## src/rtl/dso_pkg.sv

```systemverilog
package dso_pkg;
    // Clock and timing
    localparam int CLK_PERIOD_NS = 50;
    localparam int MS_NS = 1000000;
    localparam int TICK_CYCLES_DEF = MS_NS / CLK_PERIOD_NS;
    localparam int PLC_PULSE_NS = 100000;
    localparam int PLC_PULSE_CYCLES = PLC_PULSE_NS / CLK_PERIOD_NS;
    localparam int PULSE_W = 12;

    // Widths
    localparam int NUM_TERM = 4;
    localparam int SEL_IDX_W = 2;
    localparam int CODE_W = 5;
    localparam int FREQ_W = 16;
    localparam int DLY_W = 16;
    localparam int ADDR_W = 4;
    localparam int DATA_W = 32;

    // Output function codes
    localparam logic [CODE_W-1:0] FC_ZERO_SPEED = 5'h09;
    localparam logic [CODE_W-1:0] FC_UPPER_LIM = 5'h0A;
    localparam logic [CODE_W-1:0] FC_LOWER_LIM = 5'h0B;
    localparam logic [CODE_W-1:0] FC_READY = 5'h0C;
    localparam logic [CODE_W-1:0] FC_PREEXC = 5'h0D;
    localparam logic [CODE_W-1:0] FC_OVERLOAD = 5'h0E;
    localparam logic [CODE_W-1:0] FC_UNDERLOAD = 5'h0F;
    localparam logic [CODE_W-1:0] FC_STAGE_DONE = 5'h10;
    localparam logic [CODE_W-1:0] FC_CYCLE_DONE = 5'h11;
    localparam logic [CODE_W-1:0] FC_VTERM = 5'h12;

    // Condition vector bit positions
    localparam int C_ZERO = 0;
    localparam int C_UPPER = 1;
    localparam int C_LOWER = 2;
    localparam int C_READY = 3;
    localparam int C_PREEXC = 4;
    localparam int C_OVL = 5;
    localparam int C_UDL = 6;
    localparam int C_STAGE = 7;
    localparam int C_CYCLE = 8;
    localparam int COND_W = 9;

    // Interrupt status bits
    localparam int I_OVL = 0;
    localparam int I_UDL = 1;
    localparam int I_STAGE = 2;
    localparam int I_CYCLE = 3;
    localparam int IRQ_W = 4;

    // Register word addresses
    localparam logic [ADDR_W-1:0] A_SEL0 = 4'h0;
    localparam logic [ADDR_W-1:0] A_VTERM = 4'h4;
    localparam logic [ADDR_W-1:0] A_UPLIM = 4'h5;
    localparam logic [ADDR_W-1:0] A_LOLIM = 4'h6;
    localparam logic [ADDR_W-1:0] A_OLDLY = 4'h7;
    localparam logic [ADDR_W-1:0] A_ULDLY = 4'h8;
    localparam logic [ADDR_W-1:0] A_COND = 4'h9;
    localparam logic [ADDR_W-1:0] A_DOUT = 4'hA;
    localparam logic [ADDR_W-1:0] A_ISTAT = 4'hB;
    localparam logic [ADDR_W-1:0] A_IMASK = 4'hC;

    // Reset values
    localparam logic [CODE_W-1:0] RST_SEL = 5'h00;
    localparam logic [FREQ_W-1:0] RST_UPLIM = 16'hFFFF;
    localparam logic [FREQ_W-1:0] RST_LOLIM = 16'h0000;
    localparam logic [DLY_W-1:0] RST_DLY = 16'h0000;
endpackage

```

## src/rtl/cond_if.sv

```systemverilog
`timescale 1ns/1ps
`default_nettype none
interface cond_if;
    import dso_pkg::*;
    logic [COND_W-1:0] cond;
    logic [NUM_TERM-1:0] vterm;
    modport src (output cond, output vterm);
    modport dst (input cond, input vterm);
endinterface
`default_nettype wire

```

## src/rtl/drive_status_output_select.sv

```systemverilog
// Notes on behaviour
// RULE1: Code 9: on when output and reference zero
// RULE2: Code 10: on at upper frequency limit
// RULE3: Code 11: on at lower frequency limit
// RULE4: Code 12: on when powered, unprotected, runnable
// RULE5: Code 13: on during motor pre-excitation
// RULE6: Overload pre-alarm on after full delay
// RULE7: Code 15: underload pre-alarm after full delay
// RULE8: Code 16: pulse when program stage finishes
// RULE9: Code 17: pulse when program cycle finishes
// RULE10: Virtual terminal follows written bit, 1 on
// RULE11: Per-terminal code, routed every clock cycle
`timescale 1ns/1ps
`default_nettype none
module drive_status_output_select #(
    parameter int TICK_CYCLES = dso_pkg::TICK_CYCLES_DEF
) (
    // Clock and reset
    input wire logic CLK_I,
    input wire logic SYS_RST_I,
    // Register port
    input wire logic [dso_pkg::ADDR_W-1:0] ADDR_I,
    input wire logic [dso_pkg::DATA_W-1:0] WDATA_I,
    input wire logic WR_I,
    input wire logic RD_I,
    output logic [dso_pkg::DATA_W-1:0] RDATA_O,
    // Drive conditions
    input wire logic [dso_pkg::FREQ_W-1:0] OUT_FREQ_I,
    input wire logic [dso_pkg::FREQ_W-1:0] REF_FREQ_I,
    input wire logic MAIN_PWR_OK_I,
    input wire logic CTRL_PWR_OK_I,
    input wire logic PROT_ACTIVE_I,
    input wire logic RUN_ABLE_I,
    input wire logic PREEXCITE_I,
    input wire logic OVERLOAD_I,
    input wire logic UNDERLOAD_I,
    input wire logic STAGE_DONE_I,
    input wire logic CYCLE_DONE_I,
    // Terminals and interrupt
    output logic [dso_pkg::NUM_TERM-1:0] DOUT_O,
    output logic IRQ_O
);
    import dso_pkg::*;

    localparam int TW = $clog2(TICK_CYCLES + 1);
    localparam logic [TW-1:0] TICK_LAST = TW'(TICK_CYCLES - 1);
    localparam logic [PULSE_W-1:0] PULSE_LEN = PULSE_W'(PLC_PULSE_CYCLES);

    // Configuration registers
    logic [CODE_W-1:0] sel_r [NUM_TERM];
    logic [CODE_W-1:0] sel_nxt [NUM_TERM];
    logic [NUM_TERM-1:0] vterm_r, vterm_nxt;
    logic [FREQ_W-1:0] uplim_r, uplim_nxt;
    logic [FREQ_W-1:0] lolim_r, lolim_nxt;
    logic [DLY_W-1:0] oldly_r, oldly_nxt;
    logic [DLY_W-1:0] uldly_r, uldly_nxt;
    logic [IRQ_W-1:0] imask_r, imask_nxt;
    logic [IRQ_W-1:0] istat_r, istat_nxt;
    logic [DATA_W-1:0] rdata_nxt;
    logic irq_nxt;

    // Condition state
    logic [COND_W-1:0] cond_r, cond_nxt;
    logic [TW-1:0] tick_cnt_r, tick_cnt_nxt;
    logic tick_r, tick_nxt;
    logic [PULSE_W-1:0] stg_cnt_r, stg_cnt_nxt;
    logic [PULSE_W-1:0] cyc_cnt_r, cyc_cnt_nxt;
    logic ovl_alarm, udl_alarm;
    logic ovl_d_r, udl_d_r;
    logic [IRQ_W-1:0] events;
    logic zero_in, ready_in;

    cond_if cif ();

    // Stretch counter: reload on a done pulse, else run down to zero
    function automatic logic [PULSE_W-1:0] stretch(input logic hit, input logic [PULSE_W-1:0] cnt);
        logic [PULSE_W-1:0] r;
        r = cnt;
        if (hit) begin
            r = PULSE_LEN;
        end else if (cnt != '0) begin
            r = cnt - 1'b1;
        end
        return r;
    endfunction

    assign zero_in = (OUT_FREQ_I == '0) && (REF_FREQ_I == '0);
    assign ready_in = MAIN_PWR_OK_I && CTRL_PWR_OK_I && !PROT_ACTIVE_I && RUN_ABLE_I;

    // Millisecond tick for the pre-alarm delays
    always_comb begin
        tick_nxt = (tick_cnt_r == TICK_LAST);
        tick_cnt_nxt = tick_nxt ? '0 : tick_cnt_r + 1'b1;
    end

    // Conditions sampled once per cycle so all terminals see the same snapshot
    always_comb begin
        stg_cnt_nxt = stretch(STAGE_DONE_I, stg_cnt_r); // RULE8
        cyc_cnt_nxt = stretch(CYCLE_DONE_I, cyc_cnt_r); // RULE9
        cond_nxt = '0;
        cond_nxt[C_ZERO] = zero_in; // RULE1
        cond_nxt[C_UPPER] = (OUT_FREQ_I >= uplim_r); // RULE2
        cond_nxt[C_LOWER] = (OUT_FREQ_I <= lolim_r); // RULE3
        cond_nxt[C_READY] = ready_in; // RULE4
        cond_nxt[C_PREEXC] = PREEXCITE_I; // RULE5
        cond_nxt[C_OVL] = ovl_alarm; // RULE6
        cond_nxt[C_UDL] = udl_alarm; // RULE7
        cond_nxt[C_STAGE] = STAGE_DONE_I || (stg_cnt_r != '0); // RULE8
        cond_nxt[C_CYCLE] = CYCLE_DONE_I || (cyc_cnt_r != '0); // RULE9
    end

    always_ff @(posedge CLK_I) begin
        if (SYS_RST_I) begin
            tick_cnt_r <= '0;
            tick_r <= 1'b0;
            stg_cnt_r <= '0;
            cyc_cnt_r <= '0;
            cond_r <= '0;
            ovl_d_r <= 1'b0;
            udl_d_r <= 1'b0;
        end else begin
            tick_cnt_r <= tick_cnt_nxt;
            tick_r <= tick_nxt;
            stg_cnt_r <= stg_cnt_nxt;
            cyc_cnt_r <= cyc_cnt_nxt;
            cond_r <= cond_nxt;
            ovl_d_r <= ovl_alarm;
            udl_d_r <= udl_alarm;
        end
    end

    // Pre-alarm delay timers, one per direction
    prealarm_timer u_ovl (
        .clk_i(CLK_I),
        .rst_i(SYS_RST_I),
        .cond_i(OVERLOAD_I),
        .tick_i(tick_r),
        .delay_i(oldly_r),
        .alarm_o(ovl_alarm)
    );

    prealarm_timer u_udl (
        .clk_i(CLK_I),
        .rst_i(SYS_RST_I),
        .cond_i(UNDERLOAD_I),
        .tick_i(tick_r),
        .delay_i(uldly_r),
        .alarm_o(udl_alarm)
    );

    // Virtual bits bypass the snapshot: one cycle from write to terminal
    assign cif.cond = cond_r;
    assign cif.vterm = vterm_r; // RULE10

    // One selector per terminal
    for (genvar t = 0; t < NUM_TERM; t++) begin : g_term
        term_mux #(.TERM(t)) u_mux (
            .clk_i(CLK_I),
            .rst_i(SYS_RST_I),
            .bus(cif),
            .sel_i(sel_r[t]),
            .do_o(DOUT_O[t])
        );
    end

    // Events for the interrupt status
    always_comb begin
        events = '0;
        events[I_OVL] = ovl_alarm && !ovl_d_r;
        events[I_UDL] = udl_alarm && !udl_d_r;
        events[I_STAGE] = STAGE_DONE_I;
        events[I_CYCLE] = CYCLE_DONE_I;
    end

    // Register writes, read data and clear-on-read; a new event beats the clear
    always_comb begin
        sel_nxt = sel_r;
        vterm_nxt = vterm_r;
        uplim_nxt = uplim_r;
        lolim_nxt = lolim_r;
        oldly_nxt = oldly_r;
        uldly_nxt = uldly_r;
        imask_nxt = imask_r;
        istat_nxt = istat_r;
        rdata_nxt = '0;
        if (WR_I) begin
            if (ADDR_I < A_VTERM) begin
                sel_nxt[ADDR_I[SEL_IDX_W-1:0]] = WDATA_I[CODE_W-1:0]; // RULE11
            end else if (ADDR_I == A_VTERM) begin
                vterm_nxt = WDATA_I[NUM_TERM-1:0]; // RULE10
            end else if (ADDR_I == A_UPLIM) begin
                uplim_nxt = WDATA_I[FREQ_W-1:0];
            end else if (ADDR_I == A_LOLIM) begin
                lolim_nxt = WDATA_I[FREQ_W-1:0];
            end else if (ADDR_I == A_OLDLY) begin
                oldly_nxt = WDATA_I[DLY_W-1:0];
            end else if (ADDR_I == A_ULDLY) begin
                uldly_nxt = WDATA_I[DLY_W-1:0];
            end else if (ADDR_I == A_IMASK) begin
                imask_nxt = WDATA_I[IRQ_W-1:0];
            end
        end
        if (RD_I) begin
            if (ADDR_I < A_VTERM) begin
                rdata_nxt[CODE_W-1:0] = sel_r[ADDR_I[SEL_IDX_W-1:0]];
            end else if (ADDR_I == A_VTERM) begin
                rdata_nxt[NUM_TERM-1:0] = vterm_r;
            end else if (ADDR_I == A_UPLIM) begin
                rdata_nxt[FREQ_W-1:0] = uplim_r;
            end else if (ADDR_I == A_LOLIM) begin
                rdata_nxt[FREQ_W-1:0] = lolim_r;
            end else if (ADDR_I == A_OLDLY) begin
                rdata_nxt[DLY_W-1:0] = oldly_r;
            end else if (ADDR_I == A_ULDLY) begin
                rdata_nxt[DLY_W-1:0] = uldly_r;
            end else if (ADDR_I == A_COND) begin
                rdata_nxt[COND_W-1:0] = cond_r;
            end else if (ADDR_I == A_DOUT) begin
                rdata_nxt[NUM_TERM-1:0] = DOUT_O;
            end else if (ADDR_I == A_ISTAT) begin
                rdata_nxt[IRQ_W-1:0] = istat_r;
                istat_nxt = '0;
            end else if (ADDR_I == A_IMASK) begin
                rdata_nxt[IRQ_W-1:0] = imask_r;
            end
        end
        istat_nxt = istat_nxt | events;
        irq_nxt = |(istat_nxt & imask_nxt);
    end

    always_ff @(posedge CLK_I) begin
        if (SYS_RST_I) begin
            for (int i = 0; i < NUM_TERM; i++) begin
                sel_r[i] <= RST_SEL;
            end
            vterm_r <= '0;
            uplim_r <= RST_UPLIM;
            lolim_r <= RST_LOLIM;
            oldly_r <= RST_DLY;
            uldly_r <= RST_DLY;
            imask_r <= '0;
            istat_r <= '0;
            RDATA_O <= '0;
            IRQ_O <= 1'b0;
        end else begin
            sel_r <= sel_nxt;
            vterm_r <= vterm_nxt;
            uplim_r <= uplim_nxt;
            lolim_r <= lolim_nxt;
            oldly_r <= oldly_nxt;
            uldly_r <= uldly_nxt;
            imask_r <= imask_nxt;
            istat_r <= istat_nxt;
            RDATA_O <= rdata_nxt;
            IRQ_O <= irq_nxt;
        end
    end
endmodule
`default_nettype wire

```

## src/rtl/prealarm_timer.sv

```systemverilog
`timescale 1ns/1ps
`default_nettype none
module prealarm_timer (
    // Clock and reset
    input wire logic clk_i,
    input wire logic rst_i,
    // Condition and timing
    input wire logic cond_i,
    input wire logic tick_i,
    input wire logic [dso_pkg::DLY_W-1:0] delay_i,
    // Result
    output logic alarm_o
);
    import dso_pkg::*;

    logic [DLY_W:0] cnt_r, cnt_nxt;
    logic alarm_nxt;

    // Count whole ms ticks while over threshold; strict compare covers tick phase
    always_comb begin
        cnt_nxt = cnt_r;
        if (!cond_i) begin
            cnt_nxt = '0;
        end else if (tick_i && !(&cnt_r)) begin
            cnt_nxt = cnt_r + 1'b1;
        end
        alarm_nxt = cond_i && ((delay_i == '0) || (cnt_r > {1'b0, delay_i})); // RULE6 RULE7
    end

    always_ff @(posedge clk_i) begin
        if (rst_i) begin
            cnt_r <= '0;
            alarm_o <= 1'b0;
        end else begin
            cnt_r <= cnt_nxt;
            alarm_o <= alarm_nxt;
        end
    end
endmodule
`default_nettype wire

```

## src/rtl/term_mux.sv

```systemverilog
`timescale 1ns/1ps
`default_nettype none
module term_mux #(
    parameter int TERM = 0
) (
    // Clock and reset
    input wire logic clk_i,
    input wire logic rst_i,
    // Conditions and selection
    cond_if.dst bus,
    input wire logic [dso_pkg::CODE_W-1:0] sel_i,
    // Terminal
    output logic do_o
);
    import dso_pkg::*;

    logic do_nxt;

    // Codes outside the supported set drive the terminal off
    function automatic logic pick(input logic [CODE_W-1:0] code, input logic [COND_W-1:0] c, input logic v);
        logic r;
        r = 1'b0;
        unique case (code)
            FC_ZERO_SPEED: r = c[C_ZERO];
            FC_UPPER_LIM: r = c[C_UPPER];
            FC_LOWER_LIM: r = c[C_LOWER];
            FC_READY: r = c[C_READY];
            FC_PREEXC: r = c[C_PREEXC];
            FC_OVERLOAD: r = c[C_OVL];
            FC_UNDERLOAD: r = c[C_UDL];
            FC_STAGE_DONE: r = c[C_STAGE];
            FC_CYCLE_DONE: r = c[C_CYCLE];
            FC_VTERM: r = v;
            default: r = 1'b0;
        endcase
        return r;
    endfunction

    // Route every cycle
    always_comb begin
        do_nxt = pick(sel_i, bus.cond, bus.vterm[TERM]); // RULE11
    end

    always_ff @(posedge clk_i) begin
        if (rst_i) begin
            do_o <= 1'b0;
        end else begin
            do_o <= do_nxt;
        end
    end
endmodule
`default_nettype wire

```

## config.mk

```make
export PLATFORM = sky130hd
export DESIGN_NAME = drive_status_output_select
export DESIGN_NICKNAME = d
export VERILOG_FILES = /design/src/rtl/dso_pkg.sv /design/src/rtl/cond_if.sv /design/src/rtl/drive_status_output_select.sv /design/src/rtl/prealarm_timer.sv /design/src/rtl/term_mux.sv
export SDC_FILE = /design/constraint.sdc
export NUM_CORES = 1
export LEC_CHECK = 0
export BUFFER_PORTS_ARGS = -buffer_cell sky130_fd_sc_hd__buf_4
export CORE_MARGIN = 3
export CORE_UTILIZATION = 55
export CTS_BUF_LIST = sky130_fd_sc_hd__clkbuf_8
export DETAILED_ROUTE_END_ITERATION = 10
export PLACE_DENSITY = 0.78
export SETUP_SLACK_MARGIN = 0.15
export SKIP_CTS_REPAIR_TIMING = 1
export SLEW_MARGIN = 20
export SYNTH_ARGS = -nofsm -noshare
export SYNTH_HDL_FRONTEND = slang
export SYNTH_HIERARCHICAL = 1
export SYNTH_SLANG_ARGS = --single-unit
```

## constraint.sdc

```tcl
create_clock -name CLK_I -period 2.7 [get_ports CLK_I]
set_input_delay 0.405 -clock CLK_I [delete_from_list [all_inputs] [get_ports CLK_I]]
set_output_delay 0.405 -clock CLK_I [all_outputs]
set_load 0.005 [all_outputs]
```

==> results of run 1 <==
cells in the mapped netlist (3+ instances only):
library cell	n	share of area (%)
xnor2_1	23	1.8
a311oi_2	4	0.54
buf_2	10	0.45
a22o_1	4	0.32
nand4b_1	11	0.87
mux2_2	3	0.30
a211o_1	8	0.63
and2b_2	8	0.63
mux4_2	5	1.0
clkbuf_1	50	1.7
o22ai_1	8	0.45
nor2_2	4	0.23
a221oi_1	12	0.95
buf_4	16	1.1
inv_1	79	2.7
nand2b_1	6	0.34
nor4_1	24	1.4
nor2b_1	22	1.2
a21oi_1	142	6.4
a31oi_1	13	0.73
ha_1	72	8.1
nand3b_1	4	0.27
o221ai_1	4	0.32
buf_1	5	0.17
nor2_1	124	4.2
a22oi_1	17	1.2
o31ai_1	10	0.68
nor3b_1	3	0.20
nand3_1	51	2.3
nand2_1	189	6.4
a211oi_1	7	0.47
o211ai_1	17	1.2
o22a_1	4	0.32
mux2i_1	22	2.0
o21ai_0	17	0.77
or2b_1	4	0.27
o21a_1	3	0.20
and4_1	6	0.47
and3_1	13	0.73
nand4_1	22	1.2
a21o_1	18	1.2
dfxtp_1	202	36
or4_1	6	0.41
xor2_1	33	2.6
nor3_1	17	0.77
logic make-up after synthesis:
family / synth area share (%)
fa+ha+maj: 8.12
simple gates: 24.7
other cells: 0.0338
xor+xnor: 4.42
compound gates: 16.6
mux: 3.31
buf+inv: 6.34
flops: 36.5
layer usage:
layer  GRT usage (%)  up-vias  part of all wire, %
met5               0        -                    0
met4            9.79        0                  3.2
met3            5.24       81                  8.9
met2            41.4      450                   44
met1            36.7     4718                   44
li1                -     4908                    -
critical path: cells and delay by family, from the launching register on:
| family | cells | cell delay [ns] |
|---|---|---|
| xor+xnor | 1 | 0.17 |
| fa+ha+maj | 2 | 0.43 |
| flops | 1 | 0.36 |
| simple gates | 7 | 1.10 |
registers in the layout (all words and copies together), names as in the netlist, 9 cells and up:
register	flops
RDATA_O	16
cif.cond	9
cyc_cnt_r	12
lolim_r	16
oldly_r	16
sel_r	20
stg_cnt_r	12
tick_cnt_r	15
u_ovl/cnt_r	17
u_udl/cnt_r	17
uldly_r	16
uplim_r	16
path summary, 6_finish.rpt:
path                               start                           end  slack (ns)  cells past startpoint
min                          PREEXCITE_I        cif.cond[4]$_SDFF_PP0_         0.1                      2
max          u_ovl/cnt_r[0]$_SDFFE_PP0P_  u_ovl/cnt_r[14]$_SDFFE_PP0P_        0.51                     10
max reg2reg  u_ovl/cnt_r[0]$_SDFFE_PP0P_  u_ovl/cnt_r[14]$_SDFFE_PP0P_        0.51                     10
min reg2reg     tick_cnt_r[0]$_SDFF_PP0_      tick_cnt_r[0]$_SDFF_PP0_        0.46                      1
report_power, final:
group	switching [W]	internal [W]	leakage, nW	total, W
combinational	0.000411	0.000297	3.00	0.000708
sequential	0.0000918	0.00306	1.64	0.00315
clock	0.00127	0.00165	0.424	0.00292
total	0.00178	0.00501	5.07	0.00678
layout make-up:
cell class / instances / share of cell area [%]
Clock inverter: 20 / 1.20
Clock buffer: 43 / 4.70
Multi-Input combinational cell: 1007 / 50.8
Sequential cell: 202 / 32.1
Inverter: 79 / 2.36
Tap cell: 265 / 2.63
Timing Repair Buffer: 103 / 6.14
per-stage QoR:
step	total power (W)	util, %	cells	hold slack (ns)
finish	0.00678	64.1	1719	0.0968
global route	0.00704	64.1	1719	0.121
CTS	0.00682	64.1	1719	0.0760
detailed placement	0.00391	60.3	1656	0.453
global placement	0.00388	60.3	1656	0.443
floorplan	0.00367	-	1372	0.430
==> out/qor.yml, run 1 <==
slew_viol_final: 0
die_area_um2: 21900
grt_antenna_before_repair: 0
port_buffers: 85
vdd.ir_drop.worst_mv: 0.408
fmax_ghz: 0.457
postPlaceCellArea_um2: 11800
start_util_pct: 56.4
nFillCells: 1712
async_flop_share_pct: 0
htree_levels: 2
path_clk_slew_ns: 0.06
worst_pin_slew_ns: 0.647
clock-root-buffer: "clkbuf_8"
dp_slack_ns: 0.554
grt_max_degree: 52
drive_above_1_share_pct: 13.5
synth_seq_area_share_pct: 36.5
critPathMaxFanout: 5
layout_worst_path_cycle_share_pct: 81.1
end_kind: "flop"
num_rows: 51
grt_pass1_vias: 9520
insertedDiodeCount: 0
clk_latency_ns: 0.54
synth_edf_count: 0
final.setup.tns_ns: 0
final_cell_mix: "202 x dfxtp_1, 189 x nand2_1, 142 x a21oi_1"
wl_per_cell_um: 17.2
setup_ws_ns: 0.511
overflow: 0
routed_via_density: 5.91
hpwl_mm: 21.7
ys_ff_latch: 202
p_per_area_nw_per_um2: 539
synthesis.area_um2: 11100
numCtsBuffers: 35
drc: 0
cp.arrival_ns: 2.59
antenna_left: 0
rsz0062_at_grt: "false"
syn_to_final_growth_pct: 13.6
critPathLaunchType: "flop"
crit_type: "flop to flop"
hold_class: "primary input to flop"
seqCellArea_um2: 4040
drv_cap: 0
dr.pass1.iters: 5
period_minus_slack_ns: 2.19
die_w_um: 148
synth_ff_type: "dfxtp_1"
syn_avg_cell_area_um2: 8.17
nets: 1581
routed-via-count: 10157
multiInputGateArea_um2: 6400
max-slew-margin-rel_pct: 56.9
grt_usage_pct: 26.6
cp_data_required_time_ns: 3.10
status: "finished, final reports clean"
leakagePower_nw: 5.07
fp.coreArea_um2: 19700
finalClockSkew_ns: 0.0248
design_area_um2: 12600
totalWireLength_mm: 29.6
syn_inst: 1357
critPathSlowestCell: "dfxtp_1"
drtIter0Drc: 1003
ys_types: 70
slowest_delay_ns: 0.36
clock_path_buffers: 3
cts.sinks: 202
globalplace.congestion: 0.951
setup_violations: 0
ioPinCount: 118
layout_commonest_cell: "dfxtp_1"
ys.warnings.count: 6
finalHoldViolCount: 0
grt_pass1_wl_mm: 47.9
cpMostUsedCell: "ha_1"
path_cells: "ha_1, nand3_1, nor3_1, and3_1, ha_1, nand3b_1, nor3_2, nand4_1, xor2_1, nor2_1"
cts_tree: "built"
die_height_um: 148
Power figures use the tool's default switching activity.
==> run 2: changes to the inputs <==
--- a/config.mk
+++ b/config.mk
@@ -5,12 +5,13 @@
 export SDC_FILE = /design/constraint.sdc
 export NUM_CORES = 1
 export LEC_CHECK = 0
+export ABC_AREA = 1
 export BUFFER_PORTS_ARGS = -buffer_cell sky130_fd_sc_hd__buf_4
 export CORE_MARGIN = 3
 export CORE_UTILIZATION = 55
 export CTS_BUF_LIST = sky130_fd_sc_hd__clkbuf_8
 export DETAILED_ROUTE_END_ITERATION = 10
-export PLACE_DENSITY = 0.78
+export PLACE_DENSITY = 0.81
 export SETUP_SLACK_MARGIN = 0.15
 export SKIP_CTS_REPAIR_TIMING = 1
 export SLEW_MARGIN = 20
==> constraint.sdc (replaced) <==
create_clock -name CLK_I -period 1.8 [get_ports CLK_I]
set_input_delay 0.27 -clock CLK_I [delete_from_list [all_inputs] [get_ports CLK_I]]
set_output_delay 0.27 -clock CLK_I [all_outputs]
set_load 0.005 [all_outputs]
==> run 2 against run 1 <==
Net effect:
- the flow now finishes with violations (negative hold slack, negative setup slack)
- worst hold slack worse by 0.11 ns
- non-clock buffer count increased by 64
- sequential power up 50%
- combinational power increased by 57%
- register-to-register slack worse by 0.57 ns
- final cell count is 24% higher
- worst setup slack worse by 0.57 ns
- power rose by 49%
- sequential cell count did not move
- clock power rose by 48%
==> out/qor.yml, run 2 <==
grt_max_degree: 32  # -38%
cp.buffers_inverters: 2  # +2
leakagePower_nw: 6.12  # +21%
drv_cap: 0  # unchanged
design_area_um2: 13800  # +9.8%
hpwl_mm: 23.4  # +8.1%
cp.arrival_ns: 2.29  # -0.30 ns
drtIter0Drc: 900  # -10%
cts_tree: "built"
multiInputGateArea_um2: 6430  # +0.39%
finalHoldViolCount: 2  # +2
clock_path_buffers: 3  # unchanged
final_cell_mix: "324 x nand2_1, 238 x inv_1, 188 x dfxtp_1"
dp.cells: 2057  # +24%
seqCellArea_um2: 4070  # +0.62%
ys_types: 44  # -37%
port_buffers: 85  # unchanged
globalplace.congestion: 0.951  # about the same
path_clk_slew_ns: 0.06  # about the same
synth_seq_area_share_pct: 35.4  # -1.1 points
finalClockSkew_ns: 0.0286  # +0.00381 ns
die_area_um2: 22600  # +3.0%
rsz0062_at_grt: "true"
nets: 1989  # +26%
hold-worst-slack_ns: -0.0171  # -0.114 ns
status: "complete, but fails checks"
crit_family: "simple AND/OR/NAND/NOR gates"
synth_commonest_cells: "332 x nand2_1, 236 x inv_1, 202 x dfxtp_1"
grt_pass1_wl_mm: 51.5  # +7.4%
overflow: 0  # unchanged
ys.warnings.count: 6  # unchanged
critPathMaxFanout: 4  # -1
r2r_end: "u_ovl/cnt_r[10]$_SDFFE_PP0P_"
crit_type: "flop to flop"
synth_top_area_share_pct: 35.4  # -1.1 points
num_rows: 52  # +2.0%
fmax_ghz: 0.537  # +18%
synthesis.area_um2: 11400  # +3.1%
antenna_left: 0  # unchanged
r2r-start: "u_ovl/cnt_r[1]$_SDFFE_PP0P_"
reg_top3: "sel_r x20, u_ovl/cnt_r x17, u_udl/cnt_r x17"
synth_ff_type: "dfxtp_1"
fp.coreArea_um2: 20300  # +3.3%
ioPinCount: 118  # unchanged
async_flop_share_pct: 0  # unchanged
post-synth-top-count-cell: "nand2_1"
violations: "negative hold slack, negative setup slack"
drc: 0  # unchanged
p_per_area_nw_per_um2: 734  # +36%
start_util_pct: 56.3  # -0.081 points
cp_data_required_time_ns: 2.22  # -0.88 ns
insertedDiodeCount: 0  # unchanged
end_kind: "flop"
synth_area_leaders: "dfxtp_1 35%, nand2_1 11%, a21oi_1 7.9%"
critPathLaunchType: "flop"
slew_viol_final: 0  # unchanged
numCtsBuffers: 36  # +2.9%
cts.sinks: 202  # unchanged
ys_ff_latch: 202  # unchanged
path_cells: "ha_4, inv_2, nor2_2, nand4_1, nor3_2, ha_2, inv_2, nand2_4, nor3_4, nand2_2, nor2_4, a21oi_1, o21a_1"
routed_via_density: 5.50  # -6.9%
synth_edf_count: 0  # unchanged
slowest_delay_ns: 0.35  # about the same
vdd.ir_drop.worst_mv: 0.546  # +34%
cpMostUsedCell: "inv_2"
cp-startpoint: "u_ovl/cnt_r[1]$_SDFFE_PP0P_"
layout_commonest_cell: "nand2_1"
clock-root-buffer: "clkbuf_8"
period_minus_slack_ns: 1.86  # -0.327 ns
dr.pass1.iters: 8  # +3
largest_reg_flops: 20  # unchanged
reg2regPathDepth: 13  # +3
totalWireLength_mm: 32.1  # +8.5%
max_flop_register: "sel_r"
syn_to_final_growth_pct: 20.9
critPathSlowestCell: "dfxtp_4"
syn_inst: 1677  # +24%
syn_avg_cell_area_um2: 6.82  # -17%
htree_levels: 2  # unchanged
wl_per_cell_um: 15.1  # -13%
layout_worst_path_cycle_share_pct: 103  # +22 points
grt_antenna_before_repair: 0  # unchanged
crit_cells: 13  # +3
drive_above_1_share_pct: 18.3  # +4.8 points
hold_class: "primary input to flop"
grt_pass1_vias: 10966  # +15%
setup_violations: 3  # +3
die_w_um: 150  # +1.5%
fin_cells: 2131  # +24%
r2r_slack_ns: -0.06  # -0.57 ns
nFillCells: 1717  # +0.29%
yosysTopAreaCell: "dfxtp_1"
die_height_um: 150  # +1.5%
clk_latency_ns: 0.53  # about the same
grt_usage_pct: 27.9  # +1.3 points
cp-endpoint: "u_ovl/cnt_r[10]$_SDFFE_PP0P_"
setup_ws_ns: -0.0619  # -0.573 ns
dp_slack_ns: -0.116  # -0.670 ns
postPlaceCellArea_um2: 12800  # +8.0%
routed-via-count: 11728  # +15%
-- run 2: cell count changes after synthesis, moves of 18 or more --
cell / previous run / this run
o21ai_0: 17 / 105
nand2_1: 189 / 332
inv_1: 79 / 236
nor2_1: 124 / 164
nand3_1: 51 / 113
a21oi_1: 142 / 180
nor2b_1: 22 / 0
xnor2_1: 23 / 5
xor2_1: 33 / 8
mux2i_1: 22 / 0
clkbuf_1: 50 / 25
-- run 2: routing by layer --
layer  global-route usage [%]  part of all wire [%]  vias to the layer above
met5                        0                     0                        -
met4                     11.7                   3.5                        0
met3                     5.21                   7.8                       96
met2                     45.3                    46                      444
met1                     36.6                    42                     5372
li1                         -                     -                     5816
-- run 2: per-stage QoR --
step	total power [W]	util, %	setup TNS, ns
finish	0.0101	68.1	-0.120
global route	0.0106	68.1	-1.29
CTS	0.0102	66.7	-0.344
detailed placement	0.00587	63.0	-0.295
floorplan	0.00547	-	0
global placement	0.00583	63.0	0
-- run 2: worst min-delay path, delay by kind of cell --
kind	cells	cell delay (ns)
buffers and inverters	2	0.13
AOI/OAI and AO/OA	1	0.08
-- run 2: area by class of cell --
cell class / instances / area share [%]
multi-input combinational: 1183 / 46.5
sequential: 202 / 29.4
clock buffer: 49 / 4.88
inverter: 246 / 6.70
tap: 270 / 2.44
clock inverter: 14 / 0.480
timing repair buffer: 167 / 9.56
-- run 2: where the power goes --
group | internal (W) | total (W) | leakage, nW | switching [W]
clock | 0.00243 | 0.00432 | 0.415 | 0.00190
sequential | 0.00459 | 0.00472 | 1.65 | 0.000121
combinational | 0.000432 | 0.00111 | 4.06 | 0.000673
-- run 2: worst min-delay path by stage --
| stage | start | endpoint | slack (ns) | depth (start not counted) |
|---|---|---|---|---|
| after global placement | tick_cnt_r[0]$_SDFF_PP0_ | tick_cnt_r[0]$_SDFF_PP0_ | 0.43 | 1 |
| after detailed placement | tick_cnt_r[0]$_SDFF_PP0_ | tick_cnt_r[0]$_SDFF_PP0_ | 0.44 | 1 |
| final | CYCLE_DONE_I | cif.cond[8]$_SDFF_PP0_ | -0.02 | 3 |
| after CTS | PROT_ACTIVE_I | cif.cond[3]$_SDFF_PP0_ | -0.1 | 2 |
| after floorplan | PROT_ACTIVE_I | cif.cond[3]$_SDFF_PP0_ | 0.35 | 1 |
| after global routing | CYCLE_DONE_I | cif.cond[8]$_SDFF_PP0_ | 0.002 | 3 |
-- run 2: logic make-up after synthesis --
kind of cell	after synthesis	share of synthesized area, %
other	1	0.0328
xor gates and xnor gates	13	0.996
DFF	202	35.4
buffers and inverters	307	10.8
adders and majority gates	72	7.88
and+or+nand+nor	744	29.4
AOI/OAI and AO/OA	338	15.5
